**src/rtl/sur_consts.vh**
```
// Constants for the serial-number reader: opcodes, register map, fields, timing.
// Included by the design files; holds definitions only.
`ifndef SUR_CONSTS_VH
`define SUR_CONSTS_VH

// Serial protocol
`define SUR_READ_SERIAL_NUMBER_CMD 8'h83
`define SUR_FRAME_HDR_BITS         5'd24
`define SUR_ADDR_SEL_BIT           9
`define SUR_ERASED_BYTE            8'hff
`define SUR_SN_BYTES               16

// Register indices (Avalon word addresses)
`define SUR_REG_CTRL               2'h0
`define SUR_REG_STATUS             2'h1
`define SUR_REG_NVSTAT             2'h2
`define SUR_REG_COUNT              2'h3

// Field positions
`define SUR_CTRL_WEL_BIT           0
`define SUR_CTRL_ARM_BIT           1
`define SUR_ST_BUSY_BIT            0
`define SUR_ST_WEL_BIT             1
`define SUR_ST_ACTIVE_BIT          2
`define SUR_ST_ARMED_BIT           3
`define SUR_ST_PEND_BIT            4
`define SUR_NV_BPL_BIT             2
`define SUR_NV_BPH_BIT             3
`define SUR_NV_SWD_BIT             7

// Reset and delivery values
`define SUR_WEL_RESET              1'b0
`define SUR_BUSY_RESET             1'b0
`define SUR_NV_DELIVERY            1'b0

// Self-timed write cycle: time in microseconds, clock in MHz
`define SUR_TW_US                  5000
`define SUR_CLK_MHZ                100
`define SUR_TW_CYCLES              20'd500000

`endif

```
**src/rtl/sur_sync3.v**
```verilog
// Three-stage input synchroniser with agreement filter, one lane per bit.
// Assumes inputs arrive from outside core_clk; output moves when stages 2 and 3 agree.
`timescale 1ns/10ps
`default_nettype none

module sur_sync3 #(
  parameter       WIDTH     = 1,
  parameter [7:0] RESET_VAL = 8'h00
) (
  // Clock and reset
  input  wire             clk,
  input  wire             resetn,
  // Asynchronous input and filtered output
  input  wire [WIDTH-1:0] async_in,
  output wire [WIDTH-1:0] sync_out
);

  genvar i;
  generate
    for (i = 0; i < WIDTH; i = i + 1) begin : g_lane
      reg s1_reg;
      reg s2_reg;
      reg s3_reg;
      reg out_reg;
      // One driver per lane bit
      assign sync_out[i] = out_reg;
      // Stage chain; first stage feeds only the second
      always @(posedge clk or negedge resetn) begin
        if (!resetn) begin
          s1_reg      <= RESET_VAL[i];
          s2_reg      <= RESET_VAL[i];
          s3_reg      <= RESET_VAL[i];
          out_reg     <= RESET_VAL[i];
        end else begin
          s1_reg <= async_in[i];
          s2_reg <= s1_reg;
          s3_reg <= s2_reg;
          if (s2_reg == s3_reg) begin
            out_reg <= s3_reg; // Accept once two stages agree
          end
        end
      end
    end
  endgenerate

endmodule // sur_sync3

`default_nettype wire

```
**src/rtl/sur_uid_rom.v**
```verilog
// Sixteen-byte read-only serial-number store with registered read data.
// Assumes the address is held one cycle before the data is used.
`timescale 1ns/10ps
`default_nettype none

module sur_uid_rom #(
  // Arbitrary content, no meaning beyond uniqueness in simulation
  parameter [127:0] UID_VALUE = 128'h0f1e2d3c4b5a69788796a5b4c3d2e1f0
) (
  // Clock and reset
  input  wire       clk,
  input  wire       resetn,
  // Read port
  input  wire [3:0] rd_addr,
  output reg  [7:0] rd_data_reg
);

  // No write port exists: content can never change
  always @(posedge clk or negedge resetn) begin
    if (!resetn) begin
      rd_data_reg <= 8'h00;
    end else begin
      rd_data_reg <= UID_VALUE[{rd_addr, 3'b000} +: 8];
    end
  end

endmodule // sur_uid_rom

`default_nettype wire

```
**src/rtl/sur_uid_reader.v**
```verilog
// Serial-number reader slice of an SPI EEPROM with power-up state and status bits.
// Assumes SPI pins are asynchronous to core_clk and sclk is well below core_clk/8.
`timescale 1ns/10ps
`default_nettype none
`include "sur_consts.vh"

module sur_uid_reader #(
  parameter [19:0] TW_CYCLES = `SUR_TW_CYCLES
) (
  // Clock and reset
  input  wire        core_clk,
  input  wire        resetn,
  // Delivery-state initialisation of non-volatile bits
  input  wire        factory_init,
  // SPI pins
  input  wire        spi_sel_n,
  input  wire        spi_sclk,
  input  wire        spi_din,
  output reg         spi_dout,
  output reg         spi_dout_oe,
  // Avalon-MM slave
  input  wire [1:0]  avs_address,
  input  wire        avs_read,
  input  wire        avs_write,
  input  wire [31:0] avs_writedata,
  output reg  [31:0] avs_readdata,
  output reg         avs_waitrequest
);

  // Frame states:
  //   idle   - waiting for a select falling edge; nothing is driven
  //   header - collecting the opcode and the 16 address bits
  //   send   - streaming serial-number bytes on each link clock fall
  //   ignore - frame refused; stays silent until select rises
  // A refused frame is never retried inside the same select period,
  // so a host that reads during a write cycle sees a floating line
  // and has to deselect and try again once busy has cleared.
  localparam [1:0] ST_IDLE   = 2'd0;
  localparam [1:0] ST_HEADER = 2'd1;
  localparam [1:0] ST_SEND   = 2'd2;
  localparam [1:0] ST_IGNORE = 2'd3;

  // Synchronised pins and edge history
  wire [2:0] pins_sync;
  wire       sel_n_s;
  wire       sclk_s;
  wire       din_s;
  reg        sel_n_d_reg;
  reg        sclk_d_reg;
  wire       sel_fall;
  wire       sel_rise;
  wire       sclk_rise;
  wire       sclk_fall;

  // Frame state
  reg [1:0]  state_reg;
  reg [4:0]  hdr_cnt_reg;
  reg [22:0] hdr_shift_reg;
  reg [3:0]  index_reg;
  reg [2:0]  bit_pos_reg;
  reg [7:0]  out_shift_reg;
  reg        id_page_reg;
  reg        armed_reg;
  reg [15:0] byte_count_reg;
  wire [23:0] hdr_full;
  wire [7:0] rom_data;
  wire [7:0] next_byte;

  // Status and write-cycle state
  reg        write_enable_latch_reg;
  reg        write_arm_reg;
  reg        write_busy_flag_reg;
  reg [19:0] tw_cnt_reg;
  reg        status_write_disable_reg;
  reg        block_protect_high_reg;
  reg        block_protect_low_reg;

  // Bus handshake
  wire       bus_req;
  wire       bus_wr_take;

  // All three pins run through the same filter so that their relative
  // timing is kept: data is sampled on the filtered clock rise, and
  // both see the same four-cycle delay. The link clock must stay high
  // and low for at least two core cycles each, or edges are lost.
  // Deselected level is high, clock and data idle low
  sur_sync3 #(
    .WIDTH     (3),
    .RESET_VAL (8'h04)
  ) u_sync (
    .clk      (core_clk),
    .resetn   (resetn),
    .async_in ({spi_sel_n, spi_sclk, spi_din}),
    .sync_out (pins_sync)
  );

  assign sel_n_s = pins_sync[2];
  assign sclk_s  = pins_sync[1];
  assign din_s   = pins_sync[0];

  // Serial-number store has no write path
  sur_uid_rom u_rom (
    .clk         (core_clk),
    .resetn      (resetn),
    .rd_addr     (index_reg),
    .rd_data_reg (rom_data)
  );

  // Edge detection on filtered pins. The history registers reset to the
  // idle levels of their pins, so no false edge appears while the pins sit idle;
  // a select held low across reset still shows a falling edge and opens a frame.
  always @(posedge core_clk or negedge resetn) begin
    if (!resetn) begin
      sel_n_d_reg <= 1'b1;
      sclk_d_reg  <= 1'b0;
    end else begin
      sel_n_d_reg <= sel_n_s;
      sclk_d_reg  <= sclk_s;
    end
  end

  assign sel_fall  = sel_n_d_reg & ~sel_n_s;
  assign sel_rise  = ~sel_n_d_reg & sel_n_s;
  assign sclk_rise = ~sclk_d_reg & sclk_s;
  assign sclk_fall = sclk_d_reg & ~sclk_s;
  assign hdr_full  = {hdr_shift_reg, din_s};

  // Identification-page reads return the delivered erased value
  assign next_byte = id_page_reg ? `SUR_ERASED_BYTE : rom_data;

  // Frame sequencer: header capture, byte streaming, deselect.
  // The header is 24 bits, opcode first and address last, taken on the
  // filtered clock rise. Output bits change on the filtered clock fall,
  // so the host sees each bit stand for a whole link clock period.
  // The store's read data is registered, so the index is loaded at the
  // end of the header and the first byte is ready long before the first
  // falling edge; the next index is loaded on the last bit of a byte,
  // a full bit time before that byte's data is needed.
  // Deselect wins over everything else at any point of the frame.
  always @(posedge core_clk or negedge resetn) begin
    if (!resetn) begin
      state_reg      <= ST_IDLE;
      hdr_cnt_reg    <= 5'd0;
      hdr_shift_reg  <= 23'd0;
      index_reg      <= 4'h0;
      bit_pos_reg    <= 3'd0;
      out_shift_reg  <= 8'h00;
      id_page_reg    <= 1'b0;
      armed_reg      <= 1'b0;
      byte_count_reg <= 16'd0;
      spi_dout       <= 1'b0;
      spi_dout_oe    <= 1'b0;
    end else if (sel_n_s) begin
      // Deselect at any point ends the frame and floats the output
      state_reg   <= ST_IDLE;
      spi_dout_oe <= 1'b0;
      spi_dout    <= 1'b0;
    end else begin
      case (state_reg)
        ST_IDLE: begin
          // Only a seen falling edge opens a frame
          if (sel_fall) begin
            state_reg   <= ST_HEADER;
            armed_reg   <= 1'b1;
            hdr_cnt_reg <= 5'd0;
          end
        end
        ST_HEADER: begin
          if (sclk_rise) begin
            hdr_shift_reg <= hdr_full[22:0];
            hdr_cnt_reg   <= hdr_cnt_reg + 5'd1;
            if (hdr_cnt_reg == `SUR_FRAME_HDR_BITS - 5'd1) begin
              if (hdr_full[23:16] != `SUR_READ_SERIAL_NUMBER_CMD) begin
                state_reg <= ST_IGNORE;
              end else if (write_busy_flag_reg) begin
                state_reg <= ST_IGNORE;
              end else begin
                state_reg      <= ST_SEND;
                index_reg      <= hdr_full[3:0];
                id_page_reg    <= ~hdr_full[`SUR_ADDR_SEL_BIT];
                bit_pos_reg    <= 3'd0;
                byte_count_reg <= 16'd0;
              end
            end
          end
        end
        ST_SEND: begin
          // Shift on falling clock edge, most significant bit first
          if (sclk_fall) begin
            spi_dout_oe <= 1'b1;
            bit_pos_reg <= bit_pos_reg + 3'd1;
            if (bit_pos_reg == 3'd0) begin
              spi_dout      <= next_byte[7];
              out_shift_reg <= {next_byte[6:0], 1'b0};
            end else begin
              spi_dout      <= out_shift_reg[7];
              out_shift_reg <= {out_shift_reg[6:0], 1'b0};
            end
            if (bit_pos_reg == 3'd7) begin
              index_reg      <= index_reg + 4'h1;
              byte_count_reg <= byte_count_reg + 16'd1;
            end
          end
        end
        ST_IGNORE: begin
          spi_dout_oe <= 1'b0;
        end
        default: begin
          state_reg <= ST_IDLE;
        end
      endcase
    end
  end

  // Self-timed write cycle timer started at select rise when armed.
  // Busy covers exactly the programmed number of core cycles; while it
  // is set, serial reads are refused and protection bits are locked.
  // A select rise that falls on the last busy cycle starts no new cycle;
  // the arm bit then stays set and the next select rise starts it.
  always @(posedge core_clk or negedge resetn) begin
    if (!resetn) begin
      write_busy_flag_reg <= `SUR_BUSY_RESET;
      tw_cnt_reg          <= 20'd0;
    end else if (write_busy_flag_reg) begin
      if (tw_cnt_reg == TW_CYCLES - 20'd1) begin
        write_busy_flag_reg <= 1'b0;
        tw_cnt_reg          <= 20'd0;
      end else begin
        tw_cnt_reg <= tw_cnt_reg + 20'd1;
      end
    end else if (sel_rise && write_arm_reg) begin
      write_busy_flag_reg <= 1'b1;
      tw_cnt_reg          <= 20'd0;
    end
  end

  // Avalon request is taken in the cycle waitrequest is low
  assign bus_req     = avs_read | avs_write;
  assign bus_wr_take = avs_write & ~avs_waitrequest;

  // Waitrequest drops for one cycle, then rises again.
  // Every access takes two cycles: request seen with waitrequest high,
  // then taken in the cycle waitrequest is low. A master that keeps its
  // request up after the low cycle gets a second transfer two cycles later.
  always @(posedge core_clk or negedge resetn) begin
    if (!resetn) begin
      avs_waitrequest <= 1'b1;
    end else if (bus_req && avs_waitrequest) begin
      avs_waitrequest <= 1'b0;
    end else begin
      avs_waitrequest <= 1'b1;
    end
  end

  // Read data captured while waitrequest is high, stands during the low cycle
  // and keeps its value until the next read, so a slow master is safe.
  // Status bits are a snapshot taken one cycle before the transfer.
  always @(posedge core_clk or negedge resetn) begin
    if (!resetn) begin
      avs_readdata <= 32'h0000_0000;
    end else if (avs_read && avs_waitrequest) begin
      case (avs_address)
        `SUR_REG_CTRL: begin
          avs_readdata <= {30'd0, write_arm_reg, write_enable_latch_reg};
        end
        `SUR_REG_STATUS: begin
          avs_readdata <= {27'd0, write_arm_reg, armed_reg, (state_reg == ST_SEND),
                           write_enable_latch_reg, write_busy_flag_reg};
        end
        `SUR_REG_NVSTAT: begin
          avs_readdata <= {24'd0, status_write_disable_reg, 3'b000, block_protect_high_reg,
                           block_protect_low_reg, write_enable_latch_reg, write_busy_flag_reg};
        end
        `SUR_REG_COUNT: begin
          avs_readdata <= {16'd0, byte_count_reg};
        end
        default: begin
          avs_readdata <= 32'h0000_0000;
        end
      endcase
    end
  end

  // Control bits: latch and arm; hardware consumes arm when a cycle starts.
  // A software write in the same cycle wins over the hardware clear, so
  // a freshly written arm bit is never lost.
  always @(posedge core_clk or negedge resetn) begin
    if (!resetn) begin
      write_enable_latch_reg <= `SUR_WEL_RESET;
      write_arm_reg          <= 1'b0;
    end else if (bus_wr_take && avs_address == `SUR_REG_CTRL) begin
      write_enable_latch_reg <= avs_writedata[`SUR_CTRL_WEL_BIT];
      write_arm_reg          <= avs_writedata[`SUR_CTRL_ARM_BIT];
    end else if (sel_rise && write_arm_reg && !write_busy_flag_reg) begin
      write_arm_reg          <= 1'b0;
      write_enable_latch_reg <= 1'b0;
    end
  end

  // Non-volatile bits: untouched by reset, zeroed by delivery init, loaded by enabled bus writes.
  // They model cells that survive power loss, so they carry no reset
  // branch and stay unknown until delivery init or an enabled bus write sets them.
  // Writes need the enable latch and no running write cycle.
  always @(posedge core_clk) begin
    if (factory_init) begin
      status_write_disable_reg <= `SUR_NV_DELIVERY;
      block_protect_high_reg   <= `SUR_NV_DELIVERY;
      block_protect_low_reg    <= `SUR_NV_DELIVERY;
    end else if (bus_wr_take && avs_address == `SUR_REG_NVSTAT &&
                 write_enable_latch_reg && !write_busy_flag_reg) begin
      status_write_disable_reg <= avs_writedata[`SUR_NV_SWD_BIT];
      block_protect_high_reg   <= avs_writedata[`SUR_NV_BPH_BIT];
      block_protect_low_reg    <= avs_writedata[`SUR_NV_BPL_BIT];
    end
  end

endmodule // sur_uid_reader

`default_nettype wire

```
**config.mk**
```make
export PLATFORM = sky130hd
export DESIGN_NAME = sur_uid_reader
export DESIGN_NICKNAME = d
export VERILOG_FILES = /design/src/rtl/sur_sync3.v /design/src/rtl/sur_uid_rom.v /design/src/rtl/sur_uid_reader.v
export VERILOG_INCLUDE_DIRS = /design/src /design/src/rtl
export SDC_FILE = /design/constraint.sdc
export NUM_CORES = 1
export LEC_CHECK = 0
export BUFFER_PORTS_ARGS = -buffer_cell sky130_fd_sc_hd__buf_2
export CAP_MARGIN = 5
export CORE_MARGIN = 1.5
export CORE_UTILIZATION = 50
export CTS_CLUSTER_SIZE = 30
export DETAILED_ROUTE_END_ITERATION = 8
export PLACE_DENSITY = 0.73
export SYNTH_ARGS = -nofsm -noshare
export SYNTH_HDL_FRONTEND = slang
export SYNTH_HIERARCHICAL = 1
export SYNTH_SLANG_ARGS = --single-unit
export TNS_END_PERCENT = 10
```
**constraint.sdc**
```tcl
create_clock -name core_clk -period 2.1 [get_ports core_clk]
set_clock_uncertainty 0.1 [all_clocks]
set_input_delay 0.315 -clock core_clk [delete_from_list [all_inputs] [get_ports core_clk]]
set_output_delay 0.315 -clock core_clk [all_outputs]
set_load 0.01 [all_outputs]
```
==> results.sh <==
export IMPL_regArea_um2=3220
export IMPL_clock_sinks=129
export IMPL_r2r_cells=6
export IMPL_setup_violations=0
export IMPL_fmax_mhz=481
export IMPL_vias=4489
export IMPL_drc=1
export IMPL_cp_startpoint="sclk_d_reg"
export IMPL_yosysWarnings=6
export IMPL_cap_violations=0
export IMPL_dpl_hpwl_mm=8.28
export IMPL_r2r_slack_ps=20
export IMPL_port_buffers=33
export IMPL_maxSlewViolCount=0
export IMPL_ys_seq_area_frac=0.538
export IMPL_hold_start="avs_writedata[2]"
export IMPL_ios=77
export IMPL_synth_enable_flop_cells=0
export IMPL_first_iter_violations=298
export IMPL_cellPowerDensity_nw_per_um2=919
export IMPL_root_buffer="clkbuf_16"
export IMPL_diodes=0
export IMPL_track_usage=0.205
export IMPL_cp_data_arrival_time_ps=2310
export IMPL_place_gp_congestion=0.907
export IMPL_path_clk_slew_ps=60
export IMPL_slew_headroom=0.499
export IMPL_cts_buffers=17
export IMPL_rr_endpoint="byte_count_reg[9]"
export IMPL_dieWidth_um=112
export IMPL_critPathLaunchType="flop"
export IMPL_seqPwrFrac=0.436
export IMPL_largest_reg_flops=23
export IMPL_timing_final_crit_share=0.989
export IMPL_power_net_switching_uw=1710
export IMPL_grt_first_pass_wirelength_mm=20.3
export IMPL_place_ws_ps=-24.6
export IMPL_cp_required_ps=2330
export IMPL_fin_crit_ps=2080
export IMPL_syn2layout_area_growth_pct=18.6
export IMPL_hold_ws_ps=63.7
export IMPL_synthCells=563
export IMPL_pwr_share_clk=0.426
export IMPL_cts_tree="done"
export IMPL_grt_util_met1=0.245
export IMPL_p_int_uw=4810
export IMPL_grt_pass1_vias=4428
export IMPL_end_kind="flop"
export IMPL_yosys_register_bits=129
export IMPL_htree_levels=4
export IMPL_grt_max_degree=43
export IMPL_worstSetupPathType="flop to flop"
export IMPL_ys_async_sr_fraction=0.977
export IMPL_wire_per_inst_um=15.9
export IMPL_initial_core_util=0.517
export IMPL_avgSynthCellArea_um2=10.6
export IMPL_antenna_found_initial=0
export IMPL_multi_input_area_um2=2540
export IMPL_violations="DRC"
export IMPL_worst_pin_slew_ps=751
export IMPL_yosysUniqueCellTypes=61
export IMPL_crit_fanout=7
export IMPL_endpoint="byte_count_reg[9]"
export IMPL_fill_cells=905
export IMPL_met3_usage=0.0572
export IMPL_core_area_um2=11600
export IMPL_drive_gt1_frac=0.249
export IMPL_status="finished, violations left"
export IMPL_grt_ovfl_total=0
export IMPL_met2_usage=0.349
export IMPL_busiest_layer="met2"
export IMPL_die_h_um=112
export IMPL_first_pass_iters=8
export IMPL_ir_drop_mv=1.06
export IMPL_antenna_left=0
export IMPL_vias_per_cell=5.72
export IMPL_hold_viol_final=0
export IMPL_combPwrFrac=0.139
export IMPL_timing_rr_start="sclk_d_reg"
export IMPL_die_area_um2=12600
export IMPL_hold_path_class="primary input to flop"
export IMPL_clockBufferDepth=2
export IMPL_clk_latency_ps=410
export IMPL_p_sw_frac=0.262
export IMPL_syn_area_um2=5980
export IMPL_total_leakage_power_uw=0.00330
export IMPL_fin_ws_ps=22.2
export IMPL_rows=39
export IMPL_ys_flop_type="dfrtp_1"
export IMPL_wirelength_mm=12.5
export IMPL_nets=678
==> synth_stat cells, drive strengths merged, types with 3 or more instances <==
master,number,area [um2]
a31oi,4,25.0
clkbuf,13,48.8
nand3,25,138
nor4b,3,26.3
and4,4,35.0
mux2i,11,110
dfxtp,3,60.1
a21oi,21,105
nand2,55,206
or3,7,43.8
ha,7,87.6
nand4,16,100
nand2b,6,37.5
dfstp,6,158
nor3,5,25.0
buf,30,214
inv,21,78.8
mux2,38,428
nor3b,3,22.5
maj3,3,33.8
and3,5,36.3
nor4,6,43.8
dfrtp,120,3000
o21ai,48,240
nand3b,4,42.5
a22o,19,166
o22ai,4,25.0
xor2,3,26.3
nor2,46,175
==> logic make-up (layout without fill, tap and decap cells) <==
logic type,Yosys count,count (layout),synth area share
and+or+nand+nor,194,196,0.169
DFF,129,129,0.538
buffers and inverters,64,126,0.0571
muxes,49,49,0.0900
AOI/OAI and AO/OA,111,111,0.117
other,1,16,0.000627
xor gates and xnor gates,5,5,0.00732
adders and majority gates,10,10,0.0203
==> area by class of cell <==
class,count,area share
Tap cell,143,0.0252
Multi-Input combinational cell,387,0.357
Clock inverter,9,0.0116
Clock buffer,23,0.0688
Inverter,21,0.0111
Timing Repair Buffer,73,0.0719
Sequential cell,129,0.454
==> cells in the final DEF, fill, tap and decap left out, types with 3 or more instances in the layout <==
master,instances
clkbuf_8,4
and3_1,4
nand2_1,55
xor2_1,3
nand3b_1,3
o21ai_0,36
o21ai_1,12
dfstp_2,6
nor2_1,44
or3_1,7
ha_1,7
nand2b_1,6
maj3_2,3
mux2_2,38
dfxtp_1,3
o22ai_1,4
nand3_1,24
conb_1,16
dlygate4sd3_1,7
nor3_1,4
mux2i_1,11
buf_4,32
clkbuf_16,17
buf_2,32
a22o_1,19
clkinvlp_4,5
nand4_1,16
a31oi_1,3
nor4_1,5
inv_1,21
clkinv_2,3
a21oi_1,21
dfrtp_1,120
and4_1,4
nor3b_1,3
==> routing by layer <==
metal / vias to the layer above / wire [um]
met5: - / 0
met4: 0 / 231
met3: 19 / 539
met2: 114 / 6460
met1: 2236 / 5280
li1: 2120 / -
==> worst min-delay path by stage <==
stage	end	slack, ps	cells after the start
4_1_cts	block_protect_low_reg	50	3
3_3_place_gp	avs_readdata[7]	230	1
2_1_floorplan	armed_reg	-80	0
6_report	block_protect_low_reg	60	3
3_5_place_dp	u_sync/g_lane[1].s2_reg	230	0
5_1_grt	block_protect_low_reg	60	3
==> power groups by stage <==
stage	logic (uW)	clock network, uW	registers [uW]
floorplan	614	0	2830
global placement	830	0	2870
detailed placement	871	0	2880
CTS	892	2820	2840
global route	1000	2950	2870
finish	905	2780	2840
==> per-stage QoR <==
stage          setup TNS, ps  instances  utilization  power [uW]  instance area, um2
2_1_floorplan              0        578            -        3440                6040
3_3_place_gp               0        741        0.551        3700                6380
3_5_place_dp           -40.3        741        0.551        3750                6380
4_1_cts                    0        780        0.607        6550                7020
5_1_grt                 -105        785        0.614        6820                7100
6_report                   0        785        0.614        6520                7100
==> worst max-delay path: stages, from the launching register on <==
cell	delay [ps]
dfrtp_1	400
or3b_4	390
o32ai_4	300
buf_4	190
nand3_4	140
or3_1	400
o21ai_1	90
==> what timing repair did <==
action                                  4_1_cts  5_1_grt
pin swaps                                     0        3
gates cloned                                  0        2
endpoints found under the setup margin        3       28
hold endpoints to repair                     43        0
gates resized for setup                       1        7
buffers inserted                              0        3
hold buffers                                  7        0
No activity file was read; power rests on OpenSTA's default activity.
